===== src/hbridge_map.svh =====
`ifndef HBRIDGE_MAP_SVH
`define HBRIDGE_MAP_SVH
`define KBC_DATA_ADDR 16'h0060
`define KBC_CMD_ADDR 16'h0064
`define PM_DATA_ADDR 16'h0062
`define PM_CMD_ADDR 16'h0066
`define RTC_INDEX_ADDR 16'h0070
`define RTC_DATA_ADDR 16'h0071
`define ADDR_LSB_POS 0
`define ADDR_BIT_TWO_POS 2
`define CFG_PORT_SPAN 16'h0001
`define RTC_INDEX_RST 8'h00
`define CFG_BASE_RST 16'h0000
`endif


===== src/hbridge_pkg.sv =====
package hbridge_pkg;
	typedef struct packed {
		logic read_n;
		logic write_n;
		logic select_n;
	} mem_cmd_t;
	typedef struct packed {
		logic kbc;
		logic pm;
		logic rtc;
		logic cfg;
	} dev_sel_t;
	typedef enum logic [1:0] {
		CORE_IDLE,
		CORE_BUSY
	} core_state_t;
endpackage : hbridge_pkg


===== src/host_bridge.sv =====
`timescale 1ns/1ps
`include "hbridge_map.svh"
// How it works
// - Shared-memory strap sampled at reset; low enables
// - Host command requests core bus, then transfers
// - Channel ready held low during shared access
// - Completion needs active mode, enable, shadow-off
// - Reset-mode strap low: wait until completable
// - Reset-mode strap high: assert host reset
// - No memory cycle for a resetting access
// - Address bit zero selects memory byte lane
// - Writes buffered, issued after host strobe ends
// - Core index/data are the host RTC pair
// - Lock clear: core RTC access blocked
// - Lock set: host RTC access blocked
// - Unlock request clears RTC internal locks
// - Legacy addresses; strap high forces the enables on
// - Config base decoded only once valid set
// - Config lock freezes base; only power-up reset clears
// - Full 16-bit decode, KBC/PM/RTC select only if enabled
// - Bit 0 picks RTC reg, bit 2 KBC/PM reg
// - RTC index 0070h, data 0071h
// - PM channel at 0062h and 0066h
module host_bridge (
	input wire logic core_clk,
	input wire logic rst,
	input wire logic power_up_rst,
	input wire logic shared_memory_strap_n,
	input wire logic host_reset_mode_strap,
	input wire logic device_enable_strap,
	input wire logic active_mode,
	input wire logic shared_mem_enable_bit,
	input wire logic shadow_disable_bit,
	input wire logic host_mem_read_n,
	input wire logic host_mem_write_n,
	input wire logic host_mem_select_n,
	input wire logic host_addr_enable_n,
	input wire logic host_io_read_n,
	input wire logic host_io_write_n,
	input wire logic [18:0] host_address_bus,
	input wire logic [7:0] host_data_in,
	output logic [7:0] host_data_out,
	output logic host_data_oe,
	output logic host_channel_ready,
	output logic host_reset_out_n,
	output logic shared_mem_on,
	output logic core_bus_req,
	input wire logic core_bus_grant,
	input wire logic core_cycle_busy,
	output logic [18:0] mem_addr,
	output logic [15:0] mem_wdata,
	output logic [1:0] mem_byte_en,
	output hbridge_pkg::mem_cmd_t mem_cmd,
	input wire logic [15:0] mem_rdata,
	input wire logic mem_done,
	input wire logic [3:0] dev_enable,
	output hbridge_pkg::dev_sel_t dev_sel,
	output logic dev_reg_sel,
	input wire logic [7:0] cfg_base_addr_high,
	input wire logic [7:0] cfg_base_addr_low,
	input wire logic cfg_base_valid_bit,
	input wire logic cfg_lock_set,
	output logic cfg_lock_bit,
	output logic [15:0] cfg_base_r,
	output logic cfg_valid_r,
	input wire logic rtc_core_lock_bit,
	input wire logic rtc_unlock_request_bit,
	output logic rtc_clear_locks,
	input wire logic core_rtc_wr,
	input wire logic core_rtc_is_data,
	input wire logic [7:0] core_rtc_wdata,
	output logic [7:0] rtc_core_data_reg,
	output logic [7:0] rtc_core_index_reg,
	input wire logic [7:0] rtc_rdata,
	output logic rtc_wr,
	output logic [7:0] rtc_wdata
);
	typedef enum logic [2:0] {
		M_IDLE, M_WAIT, M_REQ, M_READ, M_HOLD, M_WPEND, M_RESET
	} mem_state_t;
	mem_state_t st_r, st_nxt;
	// Two-flop synchronisers for the host strobe pins only; address and data are not synchronised
	logic [6:0] s1_r, s2_r;
	always_ff @(posedge core_clk or posedge rst) begin
		if (rst) begin
			s1_r <= 7'h7f;
			s2_r <= 7'h7f;
		end else begin
			s1_r <= {host_mem_read_n, host_mem_write_n, host_mem_select_n,
				host_addr_enable_n, host_io_read_n, host_io_write_n, 1'b1};
			s2_r <= s1_r;
		end
	end
	wire mrd = !s2_r[6] && !s2_r[4];
	wire mwr = !s2_r[5] && !s2_r[4];
	wire strobes_high = s2_r[6] && s2_r[5];
	wire io_cyc = !s2_r[3];
	wire iord = io_cyc && !s2_r[2];
	wire iowr = io_cyc && !s2_r[1];
	logic iord_q_r, iowr_q_r;
	// Straps caught on the first clock after rst release
	logic strap_done_r, share_r, rmode_r;
	always_ff @(posedge core_clk or posedge rst) begin
		if (rst) begin
			strap_done_r <= 1'b0;
			share_r <= 1'b0;
			rmode_r <= 1'b0;
		end else if (!strap_done_r) begin
			strap_done_r <= 1'b1;
			share_r <= !shared_memory_strap_n;
			rmode_r <= host_reset_mode_strap;
		end
	end
	assign shared_mem_on = share_r;
	wire can_finish = strap_done_r && active_mode && shared_mem_enable_bit
		&& shadow_disable_bit;
	wire mem_cmd_seen = share_r && (mrd || mwr);
	// RTC read data reaches the host one cycle late, so it is fresh by the second strobe cycle
	wire [7:0] host_rtc_rd;
	wire [7:0] io_rdata = dev_sel.rtc ? host_rtc_rd : 8'hff;
	logic is_wr_r, completed_r;
	logic [18:0] addr_r;
	logic [7:0] wbuf_r;
	function automatic logic [15:0] lane_place(input logic [7:0] b, input logic hi);
		lane_place = hi ? {b, 8'h00} : {8'h00, b};
	endfunction : lane_place
	always_comb begin
		st_nxt = st_r;
		unique case (st_r)
			M_IDLE: if (mem_cmd_seen) st_nxt = M_WAIT;
			M_WAIT: if (can_finish) st_nxt = M_REQ;
				else if (rmode_r) st_nxt = M_RESET;
			M_REQ: if (core_bus_grant && !core_cycle_busy)
				st_nxt = is_wr_r ? M_HOLD : M_READ;
			M_READ: if (mem_done) st_nxt = M_HOLD;
			M_HOLD: if (strobes_high) st_nxt = is_wr_r ? M_WPEND : M_IDLE;
			M_WPEND: if (mem_done) st_nxt = M_IDLE;
			M_RESET: if (strobes_high && completed_r) st_nxt = M_IDLE;
		endcase
	end
	always_ff @(posedge core_clk or posedge rst) begin
		if (rst) begin
			st_r <= M_IDLE;
			is_wr_r <= 1'b0;
			addr_r <= 19'h00000;
			wbuf_r <= 8'h00;
			host_data_out <= 8'h00;
			completed_r <= 1'b0;
		end else begin
			st_r <= st_nxt;
			if (st_r == M_IDLE && mem_cmd_seen) begin
				is_wr_r <= mwr;
				addr_r <= host_address_bus;
			end
			if (st_r != M_IDLE && st_r != M_WPEND && mwr)
				wbuf_r <= host_data_in;
			if (st_r == M_READ && mem_done)
				host_data_out <= addr_r[`ADDR_LSB_POS] ? mem_rdata[15:8] : mem_rdata[7:0];
			else if (iord && iord_q_r)
				host_data_out <= io_rdata;
			if (st_r == M_RESET && !strobes_high)
				completed_r <= 1'b1;
			else if (st_r != M_RESET)
				completed_r <= 1'b0;
		end
	end
	assign host_channel_ready = !(st_r == M_WAIT || st_r == M_REQ || st_r == M_READ);
	assign host_reset_out_n = (st_r != M_RESET);
	assign core_bus_req = (st_r == M_REQ || st_r == M_READ || st_r == M_WPEND);
	assign mem_addr = addr_r;
	assign mem_wdata = lane_place(wbuf_r, addr_r[`ADDR_LSB_POS]);
	assign mem_byte_en = addr_r[`ADDR_LSB_POS] ? 2'b10 : 2'b01;
	assign mem_cmd.read_n = (st_r != M_READ);
	// Buffered write waits for its own grant; the core may have taken the bus meanwhile
	wire wr_go = (st_r == M_WPEND) && core_bus_grant && !core_cycle_busy;
	assign mem_cmd.write_n = !wr_go;
	assign mem_cmd.select_n = !(st_r == M_READ || wr_go);
	// Config base and lock; lock only drops on power-up reset
	always_ff @(posedge core_clk or posedge rst) begin
		if (rst) begin
			cfg_base_r <= `CFG_BASE_RST;
			cfg_valid_r <= 1'b0;
		end else if (!cfg_lock_bit) begin
			cfg_base_r <= {cfg_base_addr_high, cfg_base_addr_low};
			cfg_valid_r <= cfg_base_valid_bit;
		end
	end
	always_ff @(posedge core_clk or posedge power_up_rst) begin
		if (power_up_rst)
			cfg_lock_bit <= 1'b0;
		else if (cfg_lock_set)
			cfg_lock_bit <= 1'b1;
	end
	// Strap high keeps all enables forced on until reset; firmware can only add enables
	logic en_init_r;
	always_ff @(posedge core_clk or posedge rst) begin
		if (rst)
			en_init_r <= 1'b0;
		else if (!strap_done_r)
			en_init_r <= device_enable_strap;
	end
	wire [3:0] en = dev_enable | {4{en_init_r}};
	wire [15:0] ha = host_address_bus[15:0];
	wire [15:0] ha_kp = ha & ~(16'h0001 << `ADDR_BIT_TWO_POS);
	wire hit_kbc = (ha_kp == `KBC_DATA_ADDR) && en[3];
	wire hit_pm = (ha_kp == `PM_DATA_ADDR) && en[2];
	wire hit_rtc = ((ha & ~`CFG_PORT_SPAN) == `RTC_INDEX_ADDR) && en[1];
	wire hit_cfg = cfg_valid_r && ((ha & ~`CFG_PORT_SPAN) == cfg_base_r);
	assign dev_sel = '{kbc: io_cyc && hit_kbc, pm: io_cyc && hit_pm,
		rtc: io_cyc && hit_rtc, cfg: io_cyc && hit_cfg};
	assign dev_reg_sel = dev_sel.rtc || dev_sel.cfg ? ha[`ADDR_LSB_POS]
		: ha[`ADDR_BIT_TWO_POS];
	always_ff @(posedge core_clk or posedge rst) begin
		if (rst) begin
			iord_q_r <= 1'b0;
			iowr_q_r <= 1'b0;
		end else begin
			iord_q_r <= iord;
			iowr_q_r <= iowr;
		end
	end
	assign host_data_oe = (mrd && share_r) || (iord && dev_sel != '0);
	assign rtc_clear_locks = rtc_unlock_request_bit;
	rtc_port u_rtc (
		.core_clk(core_clk),
		.rst(rst),
		.core_lock(rtc_core_lock_bit),
		.host_wr(iowr && !iowr_q_r && dev_sel.rtc),
		.host_rd(iord && dev_sel.rtc),
		.host_is_data(ha[`ADDR_LSB_POS]),
		.host_wdata(host_data_in),
		.core_wr(core_rtc_wr),
		.core_is_data(core_rtc_is_data),
		.core_wdata(core_rtc_wdata),
		.rtc_rdata(rtc_rdata),
		.index_r(rtc_core_index_reg),
		.rtc_wr(rtc_wr),
		.rtc_wdata_r(rtc_wdata),
		.host_rdata_r(host_rtc_rd),
		.core_rdata_r(rtc_core_data_reg)
	);
	ready_low_a: assert property (@(posedge core_clk) disable iff (rst)
		(st_r == M_WAIT && !can_finish && !rmode_r) |=> !host_channel_ready)
		else $error("channel ready released early");
	reset_no_cycle_a: assert property (@(posedge core_clk) disable iff (rst)
		!host_reset_out_n |-> mem_cmd.select_n)
		else $error("memory cycle during host reset");
	reset_enter_a: assert property (@(posedge core_clk) disable iff (rst)
		(st_r == M_WAIT && !can_finish && rmode_r) |=> !host_reset_out_n)
		else $error("host reset not raised");
	write_after_a: assert property (@(posedge core_clk) disable iff (rst)
		!mem_cmd.write_n |-> $past(strobes_high, 1) || $past(!mem_cmd.write_n))
		else $error("write issued before host cycle end");
	lane_pick_a: assert property (@(posedge core_clk) disable iff (rst)
		!mem_cmd.write_n |-> mem_byte_en == (mem_addr[0] ? 2'b10 : 2'b01))
		else $error("wrong byte lane");
	grant_wait_a: assert property (@(posedge core_clk) disable iff (rst)
		(st_r == M_REQ && core_cycle_busy) |=> st_r == M_REQ)
		else $error("host took bus over core cycle");
	lock_sticky_a: assert property (@(posedge core_clk) disable iff (power_up_rst)
		cfg_lock_bit |=> cfg_lock_bit)
		else $error("config lock dropped");
	cfg_frozen_a: assert property (@(posedge core_clk) disable iff (rst)
		$past(cfg_lock_bit) && cfg_lock_bit |-> $stable(cfg_base_r))
		else $error("config base changed while locked");
	cmd_stretch_a: assert property (@(posedge core_clk) disable iff (rst)
		(st_r == M_IDLE && mem_cmd_seen) |=> !host_channel_ready)
		else $error("access not stretched");
	finish_gate_a: assert property (@(posedge core_clk) disable iff (rst)
		(st_r == M_WAIT && !can_finish) |=> st_r != M_REQ)
		else $error("access went ahead before completion allowed");
	write_owned_a: assert property (@(posedge core_clk) disable iff (rst)
		!mem_cmd.write_n |-> core_bus_req && core_bus_grant)
		else $error("memory write without bus ownership");
	strap_hold_a: assert property (@(posedge core_clk) disable iff (rst)
		(strap_done_r && $past(strap_done_r)) |-> $stable(share_r) && $stable(rmode_r))
		else $error("strap result changed after reset");
	cfg_hidden_a: assert property (@(posedge core_clk) disable iff (rst)
		!cfg_valid_r |-> !dev_sel.cfg)
		else $error("config port decoded before valid");
	lane_data_a: assert property (@(posedge core_clk) disable iff (rst)
		!mem_cmd.write_n |-> wbuf_r == (mem_addr[0] ? mem_wdata[15:8] : mem_wdata[7:0]))
		else $error("write byte on wrong lane");
	reset_hold_a: assert property (@(posedge core_clk) disable iff (rst)
		(!host_reset_out_n && !strobes_high) |=> !host_reset_out_n)
		else $error("host reset released during strobe");
	ready_cover_c: cover property (@(posedge core_clk) disable iff (rst)
		st_r == M_READ ##1 st_r == M_HOLD);
	wpend_cover_c: cover property (@(posedge core_clk) disable iff (rst)
		st_r == M_WPEND);
	reset_cover_c: cover property (@(posedge core_clk) disable iff (rst)
		!host_reset_out_n ##1 host_reset_out_n);
	busy_cover_c: cover property (@(posedge core_clk) disable iff (rst)
		st_r == M_REQ && core_bus_grant && core_cycle_busy);
	held_cover_c: cover property (@(posedge core_clk) disable iff (rst)
		st_r == M_WAIT && !can_finish ##1 st_r == M_REQ);
endmodule : host_bridge


===== src/rtc_port.sv =====
`timescale 1ns/1ps
`include "hbridge_map.svh"
// Index/data pair shared by host and core; owner chosen by the lock bit.
module rtc_port (
	input wire logic core_clk,
	input wire logic rst,
	input wire logic core_lock,
	input wire logic host_wr,
	input wire logic host_rd,
	input wire logic host_is_data,
	input wire logic [7:0] host_wdata,
	input wire logic core_wr,
	input wire logic core_is_data,
	input wire logic [7:0] core_wdata,
	input wire logic [7:0] rtc_rdata,
	output logic [7:0] index_r,
	output logic rtc_wr,
	output logic [7:0] rtc_wdata_r,
	output logic [7:0] host_rdata_r,
	output logic [7:0] core_rdata_r
);
	wire host_ok = !core_lock;
	wire w_host = host_wr && host_ok;
	wire w_core = core_wr && core_lock;
	wire wr_is_data = w_host ? host_is_data : core_is_data;
	wire [7:0] wr_val = w_host ? host_wdata : core_wdata;
	wire [7:0] rd_val = host_is_data ? rtc_rdata : index_r;
	logic rtc_wr_nxt;
	assign rtc_wr_nxt = (w_host || w_core) && wr_is_data;
	always_ff @(posedge core_clk or posedge rst) begin
		if (rst) begin
			index_r <= `RTC_INDEX_RST;
			rtc_wr <= 1'b0;
			rtc_wdata_r <= 8'h00;
			host_rdata_r <= 8'h00;
			core_rdata_r <= 8'h00;
		end else begin
			rtc_wr <= rtc_wr_nxt;
			if ((w_host || w_core) && !wr_is_data)
				index_r <= wr_val;
			if (w_host || w_core)
				rtc_wdata_r <= wr_val;
			if (host_rd && host_ok)
				host_rdata_r <= rd_val;
			core_rdata_r <= core_lock ? (core_is_data ? rtc_rdata : index_r) : 8'hff;
		end
	end
	core_wr_blocked_a: assert property (@(posedge core_clk) disable iff (rst)
		(core_wr && !core_lock && !host_wr) |=> !rtc_wr && $stable(index_r))
		else $error("blocked core write reached rtc");
	host_wr_blocked_a: assert property (@(posedge core_clk) disable iff (rst)
		(host_wr && core_lock && !core_wr) |=> !rtc_wr && $stable(index_r))
		else $error("blocked host write reached rtc");
endmodule : rtc_port


===== config.mk =====
export PLATFORM = sky130hd
export DESIGN_NAME = host_bridge
export DESIGN_NICKNAME = d
export VERILOG_FILES = /design/src/hbridge_pkg.sv /design/src/host_bridge.sv /design/src/rtc_port.sv
export VERILOG_INCLUDE_DIRS = /design/src /design/src/src
export SDC_FILE = /design/constraint.sdc
export NUM_CORES = 1
export LEC_CHECK = 0
export CAP_MARGIN = 15
export CELL_PAD_IN_SITES_DETAIL_PLACEMENT = 0
export CELL_PAD_IN_SITES_GLOBAL_PLACEMENT = 1
export CORE_UTILIZATION = 40
export DETAILED_ROUTE_END_ITERATION = 12
export DONT_BUFFER_PORTS = 1
export PLACE_DENSITY = 0.76
export SLEW_MARGIN = 5
export SYNTH_ARGS = -nofsm -noshare
export SYNTH_HDL_FRONTEND = slang
export SYNTH_SLANG_ARGS = --single-unit

===== constraint.sdc =====
create_clock -name core_clk -period 5.46 [get_ports core_clk]
set_clock_uncertainty 0.15 [all_clocks]
set_input_delay 1.092 -clock core_clk [delete_from_list [all_inputs] [get_ports core_clk]]
set_output_delay 1.092 -clock core_clk [all_outputs]
set_load 0.01 [all_outputs]

; ---- After elaboration in Yosys (flattened, before gate mapping)
; Index checks and enable logic that the tools add are counted.
[classes]
eq_ne = 20
muxes = 25
bitwise = 1
n_reduce_logical = 67
[ops]
columns = op, n
row1 = $mux W8, 8
row2 = $eq A15 B6 Y1 const B, 3
row3 = $logic_and A1 B1 Y1, 37
row4 = $mux W3, 10
row5 = $pmux W3 S7, 1
row6 = $eq A16 B16 Y1, 1
row7 = $mux W16, 1
row8 = $logic_not A1 Y1, 15
row9 = $ne A2 B2 Y1 const B, 6
row10 = $eq A3 B3 Y1 const B, 3
row11 = $logic_or A1 B1 Y1, 9
row12 = $ne A3 B3 Y1 const B, 3
row13 = $reduce_and A7 Y1, 1
row14 = $eq A3 B2 Y1 const B, 2
row15 = $mux W1, 4
row16 = $or A4 B4 Y4, 1
row17 = $reduce_bool A2 Y1, 2
row18 = $reduce_bool A4 Y1, 1
row19 = $eq A3 B1 Y1 const B, 1
row20 = $logic_not A3 Y1, 1
row21 = $ne A3 B2 Y1 const B, 1
row22 = $reduce_bool A3 Y1, 1
row23 = $mux W2, 1
[totals]
reg_bits = 109
inputBits = 103
out_inout_bits = 102
word_cells = 135

; ---- Depth between registers and ports, before layout
; Gate-level depths: netlist of the first run.
[logic_depth]
depth_word = 8
mapped_depth = 7
ltp_nobuf = 5

; ---- Hierarchy
; Synthesis of the first run repeated with hierarchy kept, for this count alone.
[hier_totals]
cells_unflattened = 443
hier_area_um2 = 5180.0
[modules_own_cells]
columns = mod, instances, cells_per_inst, area_per_inst_um2, seq_area_each_um2
row1 = host_bridge, 1, 287, 3507.1, 1916.8
row2 = rtc_port, 1, 156, 1672.9, 825.8

; ---- Worst setup path before layout of the first run
; No wires, ideal clock.
[synth_path]
path_kind = input to output
start = input port host_address_bus[10]
end = output port host_data_oe
arrival_time_ps = 2586
setup_slack_ps = 1632
path_stages = 4
n_path_buf = 0
cell_sequence = or4_4 > nor4_4 > nor2_1 > o31ai_1
[synth_rtl]
columns = item, line_no
row1 = "start, declared", host_bridge.sv:40  ; input wire logic [18:0] host_address_bus,
row2 = "end, declared", host_bridge.sv:43  ; output logic host_data_oe,

==> impl_metrics.yaml, run 1 <==
clock_network:
  cts_tree: "yes"
  ctsResizeCount: 0
  cts-buffers-inserted: 9
  cts.sinks: 109
  clock_latency_ns: 0.35
  cts_hold_buf: 0
  htreeDepth: 3
  cts.clk_slew.worst_paths_ns: 0.06
  post_cts_buffers: 0
  cts_buffer_depth: 2
  cts-root-buf: "clkbuf_16"
pwr:
  pwr_density_cell_mw_per_mm2: 452
  p_leak_nw: 2.22
  peakVddDrop_mv: 0.208
floorplanning:
  fp.dieW_microns: 114
  die_h_microns: 114
  start_util_pct: 41.4
  core-area_sq_mm: 0.0122
  dieArea_sq_mm: 0.0130
  rows: 40
  pin_count: 205
global_routing:
  use_met3_pct: 5.35
  grt_busiest_layer: "met2"
  grt-ovfl-total: 0
  grt_pass1_wl_microns: 18100
  antenna_found_initial: 0
  grt_max_degree: 73
  grt_use_met1_pct: 24.0
  track_usage_pct: 18.9
  gr-usage-met2_pct: 29.9
  first_global_vias: 3168
final_layout:
  mostFrequentLayoutCells: "dfrtp_1 (97), mux2_2 (81), nand2_1 (18), mux2i_1 (18)"
  diodes: 0
  drive_above_1_share_pct: 32.2
  final_common_cell: "dfrtp_1"
  fillers: 1118
  syn_to_final_growth_pct: 8.90
  final_nets: 495
timing:
  hold_viol: 0
  setup_viol: 0
  finalMaxSlewViolations: 0
  period_share_pct: 72.9
  tightestPinTransition_ns: 1.03
  clock.fmax_mhz: 251
  fin_tns_setup_ns: 0
  max-slew-margin-rel_pct: 30.8
  period_needed_ns: 3.98
  final.hold.worst_slack_ns: 0.206
  rsz0062_at_grt: "no"
critical_path:
  cp.arrival_ns: 2.74
  cp_max_fo: 4
  end_kind: "primary output"
  critical_path_class: "in -> out"
  cp.required_ns: 4.22
  worst_setup_path_start_kind: "input port"
placement:
  dp_hpwl_microns: 8940
  gp_congestion: 0.824
  place.port_buffers: 0
yosys:
  syn-num-nets: 501
  yosysUniqueCellTypes: 49
  synth_flop_cell: "dfrtp_1"
  synth_seq_cells: 109
  synth-warning-count: 0
  post_synth.cell_area_avg_sq_um: 12.6
  syn_inst: 398
  seq_area_frac_synth_pct: 54.5
  synth-async-reset-ratio_pct: 100
  netlist_area_sq_mm: 0.00503
  synth_edf_count: 0
route:
  ant_nets: 0
  post_drt_via_cell_ratio: 5.56
  route.vias.total: 3141
  routed_wl_microns: 12200
  drtPass1Iterations: 4
  wire_per_inst_microns: 21.5
  drc: 0
  drtIter0Drc: 181
hold_path:
  hp-class: "reg -> reg"
job:
  maxCapViolCount: 0
run_status:
  outcome: "finished clean"
[final timing paths]
kind | cells past startpoint | from | to | slack [ns]
max | 5 | host_address_bus[7] | host_data_oe | 1.48
min | 0 | s1_r[3]$_DFF_PP1_ | s2_r[3]$_DFF_PP1_ | 0.21
max reg2reg | 4 | s2_r[3]$_DFF_PP1_ | u_rtc.index_r[5]$_DFFE_PP0P_ | 3.03
min reg2reg | 0 | s1_r[3]$_DFF_PP1_ | s2_r[3]$_DFF_PP1_ | 0.21
max in group asynchronous | 2 | rst | host_data_out[6]$_DFFE_PP0P_ | 3.46
min in group asynchronous | 1 | power_up_rst | cfg_lock_bit$_DFFE_PP0P_ | 0.31
[synth_stat cells, drive strengths merged, types with 2 or more instances]
cell type	count	area [sq um]
dfstp	12	315
nor2b	15	93.8
o221a	8	90.1
nand3b	5	41.3
nand2	19	78.8
inv	6	22.5
xnor2	15	131
a22oi	2	15.0
or3	9	56.3
nor2	9	33.8
o21a	8	60.1
nor4	6	52.6
mux2i	18	180
or4	2	18.8
o21ai	8	43.8
nor3	11	55.1
and2	10	62.6
nand4	6	37.5
mux2	81	912
clkbuf	16	60.1
a21oi	9	45.0
nand4bb	2	22.5
o31ai	2	20.0
o211ai	2	15.0
buf	5	27.5
dfrtp	97	2430
[registers in the layout, indices dropped and copies added (netlist names), 6 cells and up]
register / count
u_rtc.host_rdata_r: 8
host_data_out: 8
wbuf_r: 8
u_rtc.rtc_wdata_r: 8
s1_r: 6
u_rtc.index_r: 8
u_rtc.core_rdata_r: 8
mem_addr: 19
s2_r: 6
cfg_base_r: 16
[where the power goes]
| part | internal [W] | total (W) | switching [W] |
|---|---|---|---|
| Combinational | 0.000292 | 0.000542 | 0.000250 |
| Sequential | 0.00100 | 0.00128 | 0.000278 |
| Clock | 0.000366 | 0.000654 | 0.000289 |
[kinds of logic (layout without fill, tap and decap cells)]
kind of cell	Yosys count	in the layout	synth area share [%]
compound gates	46	46	6.94
flops	109	109	54.5
simple gates	101	101	12.0
mux	99	99	21.7
buf+inv	27	26	2.19
other cells	1	1	0.0745
xor+xnor	15	15	2.61
[worst max-delay path, stage by stage]
cell	delay (ns)
xnor2_1	0.14
nand4_1	0.14
nor4_1	0.76
nor2_1	0.14
o31ai_1	0.47
[area by class of cell]
cell class | count | area, sq um | area share [%]
clock buffers | 11 | 243 | 4.43
clock inverters | 5 | 50.0 | 0.913
inverters | 6 | 25.0 | 0.457
multi-input cells | 262 | 2180 | 39.8
flip-flops and latches | 109 | 2740 | 50.0
well taps | 168 | 210 | 3.83
repair buffers | 4 | 30.0 | 0.548
[stage by stage]
| step | instance area, sq um | std cells | utilization, % | power, W | setup slack, ns |
|---|---|---|---|---|---|
| 2_1_floorplan | 5030 | 398 | - | 0.00171 | 1.39 |
| 3_3_place_gp | 5180 | 548 | 42.6 | 0.00181 | 1.51 |
| 3_5_place_dp | 5180 | 548 | 42.6 | 0.00184 | 1.49 |
| 4_1_cts | 5470 | 564 | 45.0 | 0.00250 | 1.48 |
| 5_1_grt | 5480 | 565 | 45.1 | 0.00261 | 1.43 |
| 6_report | 5480 | 565 | 45.1 | 0.00248 | 1.48 |
[per-layer routing]
metal	vias up	part of all wire [%]	routed length, microns
met5	-	0	0
met4	0	2.5	301
met3	22	6.5	788
met2	124	49	5900
met1	1574	43	5170
li1	1421	-	-
Power figures use the tool's default switching activity.
==> inputs of run 2 (changes only) <==
PLACE_DENSITY = 0.79   (was 0.76)
clock period = 3.6 ns   (was 5.46 ns; I/O delays follow)
==> run 2 against run 1 <==
Compared with the run above:
- flip-flop and latch count did not move
- global-route usage rose by 0.24 points
- worst hold slack got worse by 0.0023 ns
==> impl_metrics.yaml, run 2 (synthesis results as in run 1) <==
run_status:
  outcome: "finished clean"
job:
  maxCapViolCount: 0
clock_network:
  cts_buffer_depth: 2
  post_cts_buffers: 0
  cts-root-buf: "clkbuf_16"
  cts.sinks: 109
  cts.clk_slew.worst_paths_ns: 0.07
  cts_tree: "yes"
  cts_hold_buf: 1
  ctsResizeCount: 0
  cts-buffers-inserted: 9
  clock_latency_ns: 0.34
  htreeDepth: 3
timing:
  clock.fmax_mhz: 302
  tightestPinTransition_ns: 0.984
  rsz0062_at_grt: "no"
  period_share_pct: 91.8
  period_needed_ns: 3.31
  max-slew-margin-rel_pct: 34.4
  hold_viol: 0
  fin_tns_setup_ns: 0
  setup_viol: 0
  finalMaxSlewViolations: 0
pwr:
  peakVddDrop_mv: 0.307
  p_leak_nw: 2.23
  pwr_density_cell_mw_per_mm2: 666
route:
  top_layer: "met4"
  dr_wl_met3_microns: 842
  drtIter0Drc: 232
  wl_met1_microns: 5200
  wire_per_inst_microns: 21.2
  route.vias.total: 3160
  drc: 0
  route.met2.wl_microns: 5800
  routed_wl_microns: 12100
  ant_nets: 0
  post_drt_via_cell_ratio: 5.55
  drtPass1Iterations: 4
critical_path:
  cp_max_fo: 4
  cp_slowest_stage_delay_ns: 0.55
  cp.arrival_ns: 2.44
  critical_path_class: "in -> out"
  worst_setup_path_start_kind: "input port"
  cp.required_ns: 2.73
  reg2reg_slack_ns: 1.24
  end_kind: "primary output"
  crit_slowest_cell: "or4_4"
  crit_chain: "or4_4 > nor3_1 > or3b_1 > o32a_1 > o31ai_1 > buf_4"
floorplanning:
  fp.dieW_microns: 114
  core-area_sq_mm: 0.0122
  pin_count: 205
  die_h_microns: 114
  rows: 40
  start_util_pct: 41.4
  dieArea_sq_mm: 0.0130
placement:
  gp_congestion: 0.818
  placed_cells: 554
  dp_hpwl_microns: 8980
  place.port_buffers: 0
hold_path:
  hp-class: "reg -> reg"
final_layout:
  drive_above_1_share_pct: 32.4
  syn_to_final_growth_pct: 9.62
  largest_reg_flops: 19
  final_nets: 501
  mostFrequentLayoutCells: "dfrtp_1 (97), mux2_2 (81), nand2_1 (18), mux2i_1 (18)"
  final_common_cell: "dfrtp_1"
  diodes: 0
  fin_cells: 569
global_routing:
  grt_max_degree: 70
  track_usage_pct: 19.2
  grt_pass1_wl_microns: 18600
  antenna_found_initial: 0
  first_global_vias: 3176
  grt-ovfl-total: 0
-- run 2: cell count changes in the layout (fill, tap and decap cells not counted) --
cell           change
inv_4              -1
buf_4              +4
dlygate4sd3_1      +1
clkinv_2           -4
buf_12             +1
clkbuf_1           +1
clkbuf_8           +1
bufinv_16          -1
clkinvlp_4         +2
-- run 2: layout make-up --
class,count,area (sq um)
tap,168,210
clock buffer,13,260
inverter,6,26.3
sequential,109,2740
timing repair buffer,10,90.1
multi-input combinational,262,2180
fill,1107,6640
clock inverter,1,7.51
-- run 2: worst max-delay path: cells and delay by family --
kind,cells,cell delay (ns)
compound gates,2,0.30
simple gates,3,1.26
buf+inv,1,0.16
-- run 2: stage by stage --
stage                     utilization (%)  setup WS [ns]  instance area (sq um)  hold WS, ns  power, W
final                                45.4          0.294                   5520        0.204   0.00368
after global routing                 45.4          0.162                   5520        0.197   0.00389
after floorplan                         -          0.516                   5040        0.195   0.00259
after CTS                            45.4          0.292                   5520        0.203   0.00372
after detailed placement             43.1          0.293                   5240        0.197   0.00280
after global placement               43.1          0.316                   5240        0.197   0.00276
-- run 2: metal layers --
metal / global-route usage [%] / vias to the layer above
met1: 25.5 / 1600
met2: 29.6 / 119
li1: - / 1427
met5: 0 / -
met3: 5.51 / 14
met4: 7.53 / 0
-- run 2: worst paths after layout --
path | start | to | cells after the start
max reg2reg | s2_r[3]$_DFF_PP1_ | u_rtc.index_r[0]$_DFFE_PP0P_ | 5
max | host_address_bus[10] | host_data_oe | 6
max in group asynchronous | rst | s1_r[2]$_DFF_PP1_ | 2
min in group asynchronous | rst | mem_addr[1]$_DFFE_PP0P_ | 1
min reg2reg | s1_r[2]$_DFF_PP1_ | s2_r[2]$_DFF_PP1_ | 0
min | s1_r[2]$_DFF_PP1_ | s2_r[2]$_DFF_PP1_ | 0
-- run 2: where the power goes --
part	internal (W)	total, W	switching, W
clock	0.000501	0.000915	0.000414
sequential	0.00152	0.00193	0.000411
combinational	0.000449	0.000829	0.000379
total	0.00247	0.00368	0.00120
